### config.mk
export PLATFORM = sky130hd
export DESIGN_NAME = dbgsec_top
export DESIGN_NICKNAME = d
export VERILOG_FILES = /design/src/dbgsec_pkg.sv /design/src/dbgsec_top.sv
export VERILOG_INCLUDE_DIRS = /design/src
export SDC_FILE = /design/constraint.sdc
export NUM_CORES = 1
export LEC_CHECK = 0
export BUFFER_PORTS_ARGS = -buffer_cell sky130_fd_sc_hd__buf_2
export CAP_MARGIN = 20
export CORE_MARGIN = 5
export CORE_UTILIZATION = 55
export DETAILED_ROUTE_END_ITERATION = 8
export PLACE_DENSITY = 0.94
export SLEW_MARGIN = 20
export SYNTH_ARGS = -nofsm -noshare
export SYNTH_HDL_FRONTEND = slang
export SYNTH_SLANG_ARGS = --single-unit
### constraint.sdc
create_clock -name clk -period 12.2 [get_ports clk]
set_input_delay 0.61 -clock clk [delete_from_list [all_inputs] [get_ports clk]]
set_output_delay 0.61 -clock clk [all_outputs]
set_load 0.02 [all_outputs]
### src/dbgsec_map.svh
`ifndef DBGSEC_MAP_SVH
`define DBGSEC_MAP_SVH

// Key window after reset
`define DBGSEC_KEY_WINDOW_NS     8000
`define DBGSEC_CLK_PERIOD_NS     20
`define DBGSEC_KEY_WINDOW_CYC    (`DBGSEC_KEY_WINDOW_NS / `DBGSEC_CLK_PERIOD_NS)
// Lock latch majority threshold
`define DBGSEC_LOCK_MATCH_MIN    6'h1c
`define DBGSEC_KEY_BITS          32
// Serial acquisition key length
`define DBGSEC_ACQ_KEY_LEN       16
// Trace depths
`define DBGSEC_TRACE_DEPTH_FULL  1000
`define DBGSEC_TRACE_DEPTH_PC    2000
// Serial trace output frame
`define DBGSEC_UART_BITS         8
`define DBGSEC_TRACE_CHANNELS    32
`define DBGSEC_TRACE_BAUD_DIV    16'h0010

`endif

### src/dbgsec_pkg.sv
package dbgsec_pkg;
    typedef enum logic {
        DBGSEC_PAIR_BSCAN,
        DBGSEC_PAIR_USB
    } dbgsec_pair_type;

    typedef enum logic {
        DBGSEC_TRACE_WRAP,
        DBGSEC_TRACE_BREAK
    } dbgsec_full_mode_type;

    typedef enum logic {
        DBGSEC_ENC_UART,
        DBGSEC_ENC_MANCH
    } dbgsec_enc_type;
endpackage

### src/dbgsec_top.sv
// Operation
// probe keeps scan clock within limits
// scan port enabled unless firmware disables
// probe keeps serial clock below third
// serial port enables on key within window
// only one pin pair may hold serial
// one pin clock, other bidirectional data; the code never drives the data pin
// scan port enables serial, or disabled
// serial reacquirable in window, re-enables scan
// debug circuits off until firmware enables
// lockout disables all ports permanently
// latch true when 28 of 32 match
// lock blocks debug, latch erase, writes
// protection clears only on full erase; the code also clears it on reset
// eight program address breakpoints halt CPU
// one data address and value breakpoint
// break after ordered breakpoint sequence
// debug works in reset and low power
// trace PC, accumulator, register; depth
// trace starts on trigger, optional window
// full buffer wraps or breaks
// trace pin on data-out, serial mode only
// 32 channels, UART N81 or Manchester
// latch sampled only at reset
// key writable only without protection
`timescale 1ns/1ps
`include "dbgsec_map.svh"
`default_nettype none
module dbgsec_top #(
    parameter int                 ADDR_W     = 16,
    parameter int                 DATA_W     = 8,
    parameter int                 N_BP       = 8,
    parameter logic [31:0]        LOCK_KEY   = 32'h1234abcd, // Arbitrary value
    parameter logic [15:0]        ACQ_KEY    = 16'he79e,     // Arbitrary value
    parameter int                 WIN_CYC    = `DBGSEC_KEY_WINDOW_CYC
) (
    // Clocks and reset
    input  wire logic                      clk,
    input  wire logic                      rst_n,
    input  wire logic                      clk_en,
    input  wire logic                      swclk_link,
    // Serial key pins, already past the pin mux
    input  wire logic                      bscan_key_in,
    input  wire logic                      usb_key_in,
    // Serial data pin, three signals
    input  wire logic                      swdio_in,
    output logic                           swdio_out,
    output logic                           swdio_oe_n,
    // Firmware control
    input  wire logic                      fw_bscan_disable,
    input  wire logic                      fw_debug_enable,
    input  wire logic                      bscan_enable_serial,
    input  wire logic                      serial_enable_bscan,
    input  wire logic                      serial_disable,
    // Lock latch and flash protection
    input  wire logic                      key_write,
    input  wire logic [31:0]               key_wdata,
    input  wire logic                      flash_prot_set,
    input  wire logic                      full_erase,
    input  wire logic                      block_op_req,
    input  wire logic                      block_sec_ok,
    // CPU observation
    input  wire logic                      cpu_in_reset,
    input  wire logic                      cpu_low_power,
    input  wire logic                      pc_valid,
    input  wire logic [ADDR_W-1:0]         pc,
    input  wire logic [DATA_W-1:0]         acc,
    input  wire logic [DATA_W-1:0]         sel_reg,
    input  wire logic                      mem_acc,
    input  wire logic [ADDR_W-1:0]         mem_addr,
    input  wire logic [DATA_W-1:0]         mem_data,
    // Breakpoint setup
    input  wire logic [N_BP*ADDR_W-1:0]    bp_addr,
    input  wire logic [N_BP-1:0]           bp_en,
    input  wire logic                      mbp_en,
    input  wire logic [ADDR_W-1:0]         mbp_addr,
    input  wire logic [DATA_W-1:0]         mbp_data,
    input  wire logic                      seq_en,
    input  wire logic [N_BP-1:0]           seq_mask,
    // Trace setup
    input  wire logic [ADDR_W-1:0]         trc_trig_addr,
    input  wire logic                      trc_win_en,
    input  wire logic [ADDR_W-1:0]         trc_win_lo,
    input  wire logic [ADDR_W-1:0]         trc_win_hi,
    input  wire logic                      trc_pc_only,
    input  wire dbgsec_pkg::dbgsec_full_mode_type trc_full_mode,
    // Single-pin trace output
    input  wire logic                      swo_write,
    input  wire logic [4:0]                swo_chan,
    input  wire logic [31:0]               swo_data,
    input  wire dbgsec_pkg::dbgsec_enc_type swo_enc,
    output logic                           swo_ready,
    output logic                           bscan_tdo_out,
    // Status
    output logic                           bscan_port_en,
    output logic                           serial_port_en,
    output dbgsec_pkg::dbgsec_pair_type    serial_pair,
    output logic                           debug_en,
    output logic                           locked,
    output logic                           flash_prot,
    output logic                           block_op_grant,
    output logic                           cpu_halt,
    output logic                           trc_active,
    output logic                           trc_wrapped,
    output logic [10:0]                    trc_count
);
    import dbgsec_pkg::*;

    localparam int TW = 3 * DATA_W + ADDR_W;
    localparam int WCW = $clog2(WIN_CYC + 1);

    // Key pins synchronised to clk
    logic [1:0] bkey_sync_reg;
    logic [1:0] ukey_sync_reg;
    always_ff @(posedge clk) begin
        if (clk_en) begin
            bkey_sync_reg <= {bkey_sync_reg[0], bscan_key_in};
            ukey_sync_reg <= {ukey_sync_reg[0], usb_key_in};
        end
    end

    // Link domain: shift register of data pin, handed over as a level
    logic [15:0] lk_shift_reg;
    always_ff @(posedge swclk_link) begin
        lk_shift_reg <= {lk_shift_reg[14:0], swdio_in};
    end
    // Match registered in the link domain so only one settled bit crosses
    logic       lk_match_reg;
    always_ff @(posedge swclk_link) begin
        lk_match_reg <= lk_shift_reg == ACQ_KEY;
    end
    logic [1:0] lk_sync_reg;
    always_ff @(posedge clk) begin
        if (clk_en) lk_sync_reg <= {lk_sync_reg[0], lk_match_reg};
    end

    // Key window counter and per-pair key shifters
    logic [WCW-1:0] win_cnt_reg;
    logic           win_open;
    logic [15:0]    bkey_reg;
    logic [15:0]    ukey_reg;
    assign win_open = win_cnt_reg < WCW'(WIN_CYC);
    always_ff @(posedge clk) begin
        if (!rst_n) begin
            win_cnt_reg <= '0;
            bkey_reg    <= '0;
            ukey_reg    <= '0;
        end else if (clk_en) begin
            if (win_open) begin
                win_cnt_reg <= win_cnt_reg + 1'b1;
                bkey_reg    <= {bkey_reg[14:0], bkey_sync_reg[1]};
                ukey_reg    <= {ukey_reg[14:0], ukey_sync_reg[1]};
            end
        end
    end

    // Lock latch: contents, majority match, sample at reset
    // Cells are not touched by reset; an erased latch reads as all zero
    logic [31:0] latch_reg = 32'h0000_0000;
    logic [5:0]  match_cnt;
    logic        lock_match;
    logic        lock_sample_reg;
    always_comb begin
        match_cnt = '0;
        for (int i = 0; i < `DBGSEC_KEY_BITS; i++) begin
            match_cnt = match_cnt + 6'(latch_reg[i] == LOCK_KEY[i]);
        end
    end
    assign lock_match = match_cnt >= `DBGSEC_LOCK_MATCH_MIN;
    always_ff @(posedge clk) begin
        if (clk_en && key_write && !flash_prot && !lock_match) begin
            latch_reg <= key_wdata;
        end
    end
    always_ff @(posedge clk) begin
        if (!rst_n) lock_sample_reg <= 1'b0;
        else if (clk_en && win_cnt_reg == '0) lock_sample_reg <= lock_match;
    end

    // Port selection
    always_ff @(posedge clk) begin
        if (!rst_n) begin
            bscan_port_en  <= 1'b1;
            serial_port_en <= 1'b0;
            serial_pair    <= DBGSEC_PAIR_BSCAN;
        end else if (clk_en) begin
            if (lock_sample_reg) begin
                bscan_port_en  <= 1'b0;
                serial_port_en <= 1'b0;
            end else if (win_open && !serial_port_en && bkey_reg == ACQ_KEY) begin
                serial_port_en <= 1'b1;
                serial_pair    <= DBGSEC_PAIR_BSCAN;
            end else if (win_open && !serial_port_en && ukey_reg == ACQ_KEY) begin
                serial_port_en <= 1'b1;
                serial_pair    <= DBGSEC_PAIR_USB;
            end else begin
                if (fw_bscan_disable) bscan_port_en <= 1'b0;
                else if (serial_port_en && serial_enable_bscan) bscan_port_en <= 1'b1;
                if (bscan_port_en && bscan_enable_serial) serial_port_en <= 1'b1;
                else if (serial_disable) serial_port_en <= 1'b0;
            end
        end
    end

    // Debug enable by firmware only, flash protection
    always_ff @(posedge clk) begin
        if (!rst_n) begin
            debug_en <= 1'b0;
        end else if (clk_en) begin
            debug_en <= fw_debug_enable && !lock_sample_reg;
        end
    end
    always_ff @(posedge clk) begin
        if (!rst_n) flash_prot <= 1'b0;
        else if (clk_en) begin
            if (full_erase && !lock_sample_reg) flash_prot <= 1'b0;
            else if (flash_prot_set) flash_prot <= 1'b1;
        end
    end
    always_ff @(posedge clk) begin
        if (!rst_n) block_op_grant <= 1'b0;
        else if (clk_en) block_op_grant <= block_op_req && block_sec_ok && !lock_sample_reg;
    end
    always_ff @(posedge clk) begin
        if (!rst_n) locked <= 1'b0;
        else if (clk_en) locked <= lock_sample_reg;
    end

    // Breakpoints: not gated by cpu reset or low power
    logic             dbg_live;
    logic [N_BP-1:0]  bp_hit;
    logic             mbp_hit;
    logic [N_BP-1:0]  seq_done_reg;
    assign dbg_live = debug_en;
    genvar g;
    generate
        for (g = 0; g < N_BP; g++) begin : g_bp
            assign bp_hit[g] = bp_en[g] && pc_valid && pc == bp_addr[g*ADDR_W +: ADDR_W];
        end
    endgenerate
    assign mbp_hit = mbp_en && mem_acc && mem_addr == mbp_addr && mem_data == mbp_data;

    // Sequence: lowest pending breakpoint in mask must hit next
    logic [N_BP-1:0] seq_pend;
    logic [N_BP-1:0] seq_next;
    assign seq_pend = seq_mask & ~seq_done_reg;
    assign seq_next = seq_pend & (~seq_pend + N_BP'(1));
    always_ff @(posedge clk) begin
        if (!rst_n) seq_done_reg <= '0;
        else if (clk_en) begin
            if (!seq_en || cpu_halt) seq_done_reg <= '0;
            else if (|(bp_hit & seq_next)) seq_done_reg <= seq_done_reg | seq_next;
        end
    end

    // Trace buffer
    localparam int DEPTH = `DBGSEC_TRACE_DEPTH_PC;
    logic [TW-1:0] trc_mem [0:DEPTH-1];
    logic [10:0]   trc_wp_reg;
    logic [10:0]   trc_lim;
    logic          trc_in_win;
    logic          trc_full;
    logic          trc_wr;
    logic          trc_brk;
    logic [TW-1:0] trc_word;
    assign trc_lim = trc_pc_only ? 11'(`DBGSEC_TRACE_DEPTH_PC) : 11'(`DBGSEC_TRACE_DEPTH_FULL);
    assign trc_in_win = !trc_win_en || (pc >= trc_win_lo && pc <= trc_win_hi);
    assign trc_full = trc_count == trc_lim;
    assign trc_wr = dbg_live && pc_valid && (trc_active || pc == trc_trig_addr) && trc_in_win;
    assign trc_brk = trc_wr && trc_full && trc_full_mode == DBGSEC_TRACE_BREAK;
    // PC-only entries hold just the PC in the low bits, zero-extended in the high bits
    assign trc_word = trc_pc_only ? TW'(pc) : {pc, acc, sel_reg, {DATA_W{1'b0}}};
    always_ff @(posedge clk) begin
        if (clk_en && trc_wr && !trc_brk) trc_mem[trc_wp_reg] <= trc_word;
    end
    always_ff @(posedge clk) begin
        if (!rst_n) begin
            trc_active  <= 1'b0;
            trc_wp_reg  <= '0;
            trc_count   <= '0;
            trc_wrapped <= 1'b0;
        end else if (clk_en) begin
            if (!dbg_live) trc_active <= 1'b0;
            else if (pc_valid && pc == trc_trig_addr) trc_active <= 1'b1;
            if (trc_wr && !trc_brk) begin
                trc_wp_reg <= (trc_wp_reg == trc_lim - 11'h001) ? '0 : trc_wp_reg + 11'h001;
                if (trc_full) trc_wrapped <= 1'b1;
                else trc_count <= trc_count + 11'h001;
            end
        end
    end

    always_ff @(posedge clk) begin
        if (!rst_n) cpu_halt <= 1'b0;
        else if (clk_en) begin
            if (!dbg_live) cpu_halt <= 1'b0;
            else if ((!seq_en && |bp_hit) || mbp_hit || trc_brk) cpu_halt <= 1'b1;
            else if (seq_en && |(bp_hit & seq_next) && seq_pend == seq_next) cpu_halt <= 1'b1;
        end
    end

    // Single-pin trace: frame is channel byte then four data bytes
    logic [39:0] swo_buf_reg;
    logic [2:0]  swo_byte_reg;
    logic [3:0]  swo_bit_reg;
    logic [15:0] swo_div_reg;
    logic        swo_half_reg;
    logic        swo_busy;
    logic        swo_allowed;
    logic        swo_cur;
    assign swo_busy = swo_byte_reg != '0;
    assign swo_allowed = serial_port_en && !bscan_port_en && !lock_sample_reg;
    assign swo_cur = swo_bit_reg == 4'h0 ? 1'b0 : (swo_bit_reg == 4'h9 ? 1'b1 : swo_buf_reg[swo_bit_reg - 4'h1]);
    always_ff @(posedge clk) begin
        if (!rst_n) begin
            swo_buf_reg  <= '0;
            swo_byte_reg <= '0;
            swo_bit_reg  <= '0;
            swo_div_reg  <= '0;
            swo_half_reg <= 1'b0;
            swo_ready    <= 1'b0;
            bscan_tdo_out <= 1'b1;
        end else if (clk_en) begin
            // Ready drops on the accepting edge and stays low for the frame
            swo_ready <= swo_allowed && !swo_busy && !swo_write;
            if (!swo_busy) begin
                bscan_tdo_out <= 1'b1;
                if (swo_write && swo_allowed && swo_ready) begin
                    swo_buf_reg  <= {swo_data, 3'h0, swo_chan};
                    swo_byte_reg <= 3'h5;
                    swo_bit_reg  <= '0;
                    swo_div_reg  <= '0;
                    swo_half_reg <= 1'b0;
                end
            end else begin
                bscan_tdo_out <= (swo_enc == DBGSEC_ENC_MANCH) ? (swo_cur ^ swo_half_reg) : swo_cur;
                if (swo_div_reg == `DBGSEC_TRACE_BAUD_DIV - 16'h0001) begin
                    swo_div_reg <= '0;
                    swo_half_reg <= ~swo_half_reg;
                    if (swo_half_reg || swo_enc == DBGSEC_ENC_UART) begin
                        swo_half_reg <= 1'b0;
                        if (swo_bit_reg == 4'h9) begin
                            swo_bit_reg  <= '0;
                            swo_byte_reg <= swo_byte_reg - 3'h1;
                            swo_buf_reg  <= {8'h00, swo_buf_reg[39:8]};
                        end else begin
                            swo_bit_reg <= swo_bit_reg + 4'h1;
                        end
                    end
                end else begin
                    swo_div_reg <= swo_div_reg + 16'h0001;
                end
            end
        end
    end

    // Data pin output: idle released
    always_ff @(posedge clk) begin
        if (!rst_n) begin
            swdio_out  <= 1'b0;
            swdio_oe_n <= 1'b1;
        end else if (clk_en) begin
            swdio_out  <= 1'b0;
            swdio_oe_n <= 1'b1;
        end
    end


    // CPU reset and low power deliberately do not gate debug
    logic unused_ok;
    assign unused_ok = lk_sync_reg[1] ^ cpu_in_reset ^ cpu_low_power;
endmodule
`default_nettype wire

==> impl_metrics.yaml <==
timing:
  setup-tns-final_ps: 0
  relSlewSlack_pct: 28.6
  finalHoldViolations: 0
  fin_skew_ps: 8.15
  setup_viol: 0
  fin_crit_ps: 5970
  tightest_slew_ps: 1070
  grt_setup_unrepaired: "no"
  drv_slew: 0
  fin_crit_sh_pct: 48.9
  fmax_mhz: 168
pwr:
  cellLeakagePower_uw: 0.00618
  p_total_uw: 5020
  max-vdd-ir-drop_mv: 0.898
  power.density_nw_per_um2: 362
cts:
  cts-buffers-inserted: 17
  htree_num_levels: 4
  cts.path.max_buffers: 2
  root_buffer: "clkbuf_16"
  cts-resized-gates: 0
  holdBufCountCts: 0
  path_clk_slew_ps: 70
  cts_tree: "yes"
  post_cts_buffers: 0
  clk_latency_ps: 420
  cts.sinks: 173
critical_path:
  reg2reg_from: "latch_reg[0]$_DFFE_PP_"
  arrival_ps: 6040
  cp_slowest_stage_delay_ps: 550
  end_kind: "flip-flop"
  critical_path_buf_inv_count: 5
  cp_top_family: "adder cells"
  required_ps: 12270
  slowest_stage: "fa_1"
  criticalPathCategory: "flip-flop to flip-flop"
  crit_path_max_fanout: 32
  cpMostUsedCell: "fa_1"
  cp_cell_sequence: "inv_1 > fa_1 > inv_1 > fa_1 > fa_1 > fa_1 > fa_1 > inv_1 > fa_1 > inv_1 > ha_1 > a21o_1 > a21oi_1 > nand2_1 > a221oi_1 > o21ai_0 > nor3_2 > buf_4"
  startpoint_type: "flip-flop"
  startpoint: "latch_reg[0]$_DFFE_PP_"
worst_hold_path:
  min_from: "bscan_key_in"
  worst_hold_path_type: "input pin to flip-flop"
die:
  dieArea_um2: 23400
  ios: 394
  fp.dieW_um: 153
  core.rowCount: 52
  die_h_um: 153
  core-area_um2: 20200
  initial_core_util_pct: 55.7
yosys:
  syn_area_um2: 11200
  async_flop_share_pct: 0
  synth_warnings: 0
  synthFlopType: "dfxtp_1"
  ys_seq_elements: 173
  ys_seq_area_share_pct: 34.0
  syn_nets: 1683
  avgSynthCellArea_um2: 9.05
  syn_inst: 1242
  ys_types: 68
  synth-edff-count: 36
final_layout:
  register_area_um2: 3820
  multi_input_area_um2: 6780
  final_common_cell: "buf_2"
  drive_gt1_share_pct: 28.3
  mostFrequentLayoutCells: "buf_2 (371), xor2_1 (152), dfxtp_1 (137)"
  syn_to_final_growth_pct: 23.3
  finalNetCount: 2024
  fillers: 1561
  largest_reg_flops: 40
placed_design:
  numPortBuffers: 371
  routabilityCongestion: 1.02
  place_hpwl_um: 28400
routing:
  num_vias: 10755
  drc: 0
  routed_wl_um: 36300
  via_per_inst: 5.75
  dr.pass1.iters: 5
  antenna_left: 0
  wire_per_inst_um: 19.4
  drt-initial-drc-count: 726
run_status:
  status: "finished clean"
global_routing:
  grt_antenna_before_repair: 7
  grt_start_max_net_pins: 66
  gr-total-overflow: 0
  track_usage_pct: 29.6
  first_global_vias: 10714
  grt_pass1_wl_um: 55500
flow_run:
  drv_cap: 0
-- worst reg2reg max path, cell delays in order, from the launching register on --
cell	delay [ps]
edfxtp_1	320
inv_1	60
fa_1	530
inv_1	50
fa_1	420
fa_1	500
fa_1	530
fa_1	550
inv_1	60
fa_1	530
inv_1	70
ha_1	300
a21o_1	160
a21oi_1	300
nand2_1	90
a221oi_1	280
o21ai_0	240
nor3_2	210
buf_4	400
-- worst paths after layout --
| check | endpoint | slack [ps] | cells past startpoint |
|---|---|---|---|
| worst min register to register | bkey_sync_reg[1]$_DFFE_PP_ | 440 | 0 |
| worst max-delay path | latch_reg[18]$_DFFE_PP_ | 6230 | 18 |
| worst min-delay path | bkey_sync_reg[0]$_DFFE_PP_ | 350 | 1 |
| worst max register to register | latch_reg[18]$_DFFE_PP_ | 6230 | 18 |
-- layer usage --
| metal | GRT usage, % | part of all wire (%) | up-vias | wire, µm |
|---|---|---|---|---|
| met3 | 8.68 | 9.7 | 103 | 3530 |
| met4 | 9.84 | 3.1 | 6 | 1110 |
| met5 | 0 | 0.11 | - | 41 |
| met2 | 49.6 | 48 | 552 | 17400 |
| met1 | 36.7 | 39 | 5069 | 14200 |
| li1 | - | - | 5025 | - |
-- cell families after synthesis --
| family | synth area share [%] |
|---|---|
| buf+inv | 5.82 |
| xor+xnor | 15.0 |
| simple gates | 19.1 |
| other cells | 0.0668 |
| fa+ha+maj | 9.62 |
| compound gates | 12.3 |
| flops | 34.0 |
| mux | 4.01 |
-- cell usage after synthesis (all sizes together), types with 6 or more instances --
cell type  count  area share (%)
nor2          92             3.1
clkbuf        25            0.83
a21oi         68             3.0
mux2i         36             3.2
edfxtp        36             9.6
fa            24             4.3
nand3         33             1.5
dfxtp        137              24
o21ai         19            0.88
nand2        111             3.7
nand4b        11            0.86
ha            48             5.3
a22o          15             1.2
buf           33             1.8
nand4         29             1.6
nor4bb         6            0.53
or3            8            0.45
o22ai          6            0.33
nor3          25             1.1
a211oi        34             3.6
inv           95             3.2
nor4          48             2.7
nand2b        16            0.89
or4           11            0.73
xnor2         41             3.2
xor2         152              12
and3           8            0.45
-- layout make-up --
type | count | share of cell area, %
Multi-Input combinational cell | 916 | 48.9
Sequential cell | 173 | 27.6
Timing Repair Buffer | 380 | 13.9
Clock buffer | 21 | 3.56
Inverter | 95 | 2.58
Tap cell | 270 | 2.44
Clock inverter | 10 | 0.957
Antenna cell | 5 | 0.0903
-- metrics by stage --
step	instances	utilization [%]	hold WS, ps	worst slack, ps	instance area (µm²)
after floorplan	1242	-	400	4820	11200
after CTS	1865	68.6	339	6190	13800
after global placement	1834	65.5	404	6400	13200
after detailed placement	1834	65.5	419	6200	13200
final	1870	68.7	354	6230	13900
after global routing	1869	68.7	338	5870	13900
-- where the power goes --
part	internal [µW]	total [µW]	switching, µW
clock	350	573	223
combinational	1460	3600	2140
sequential	826	850	24.3
Note: power is estimated with default switching activity, not from simulation.
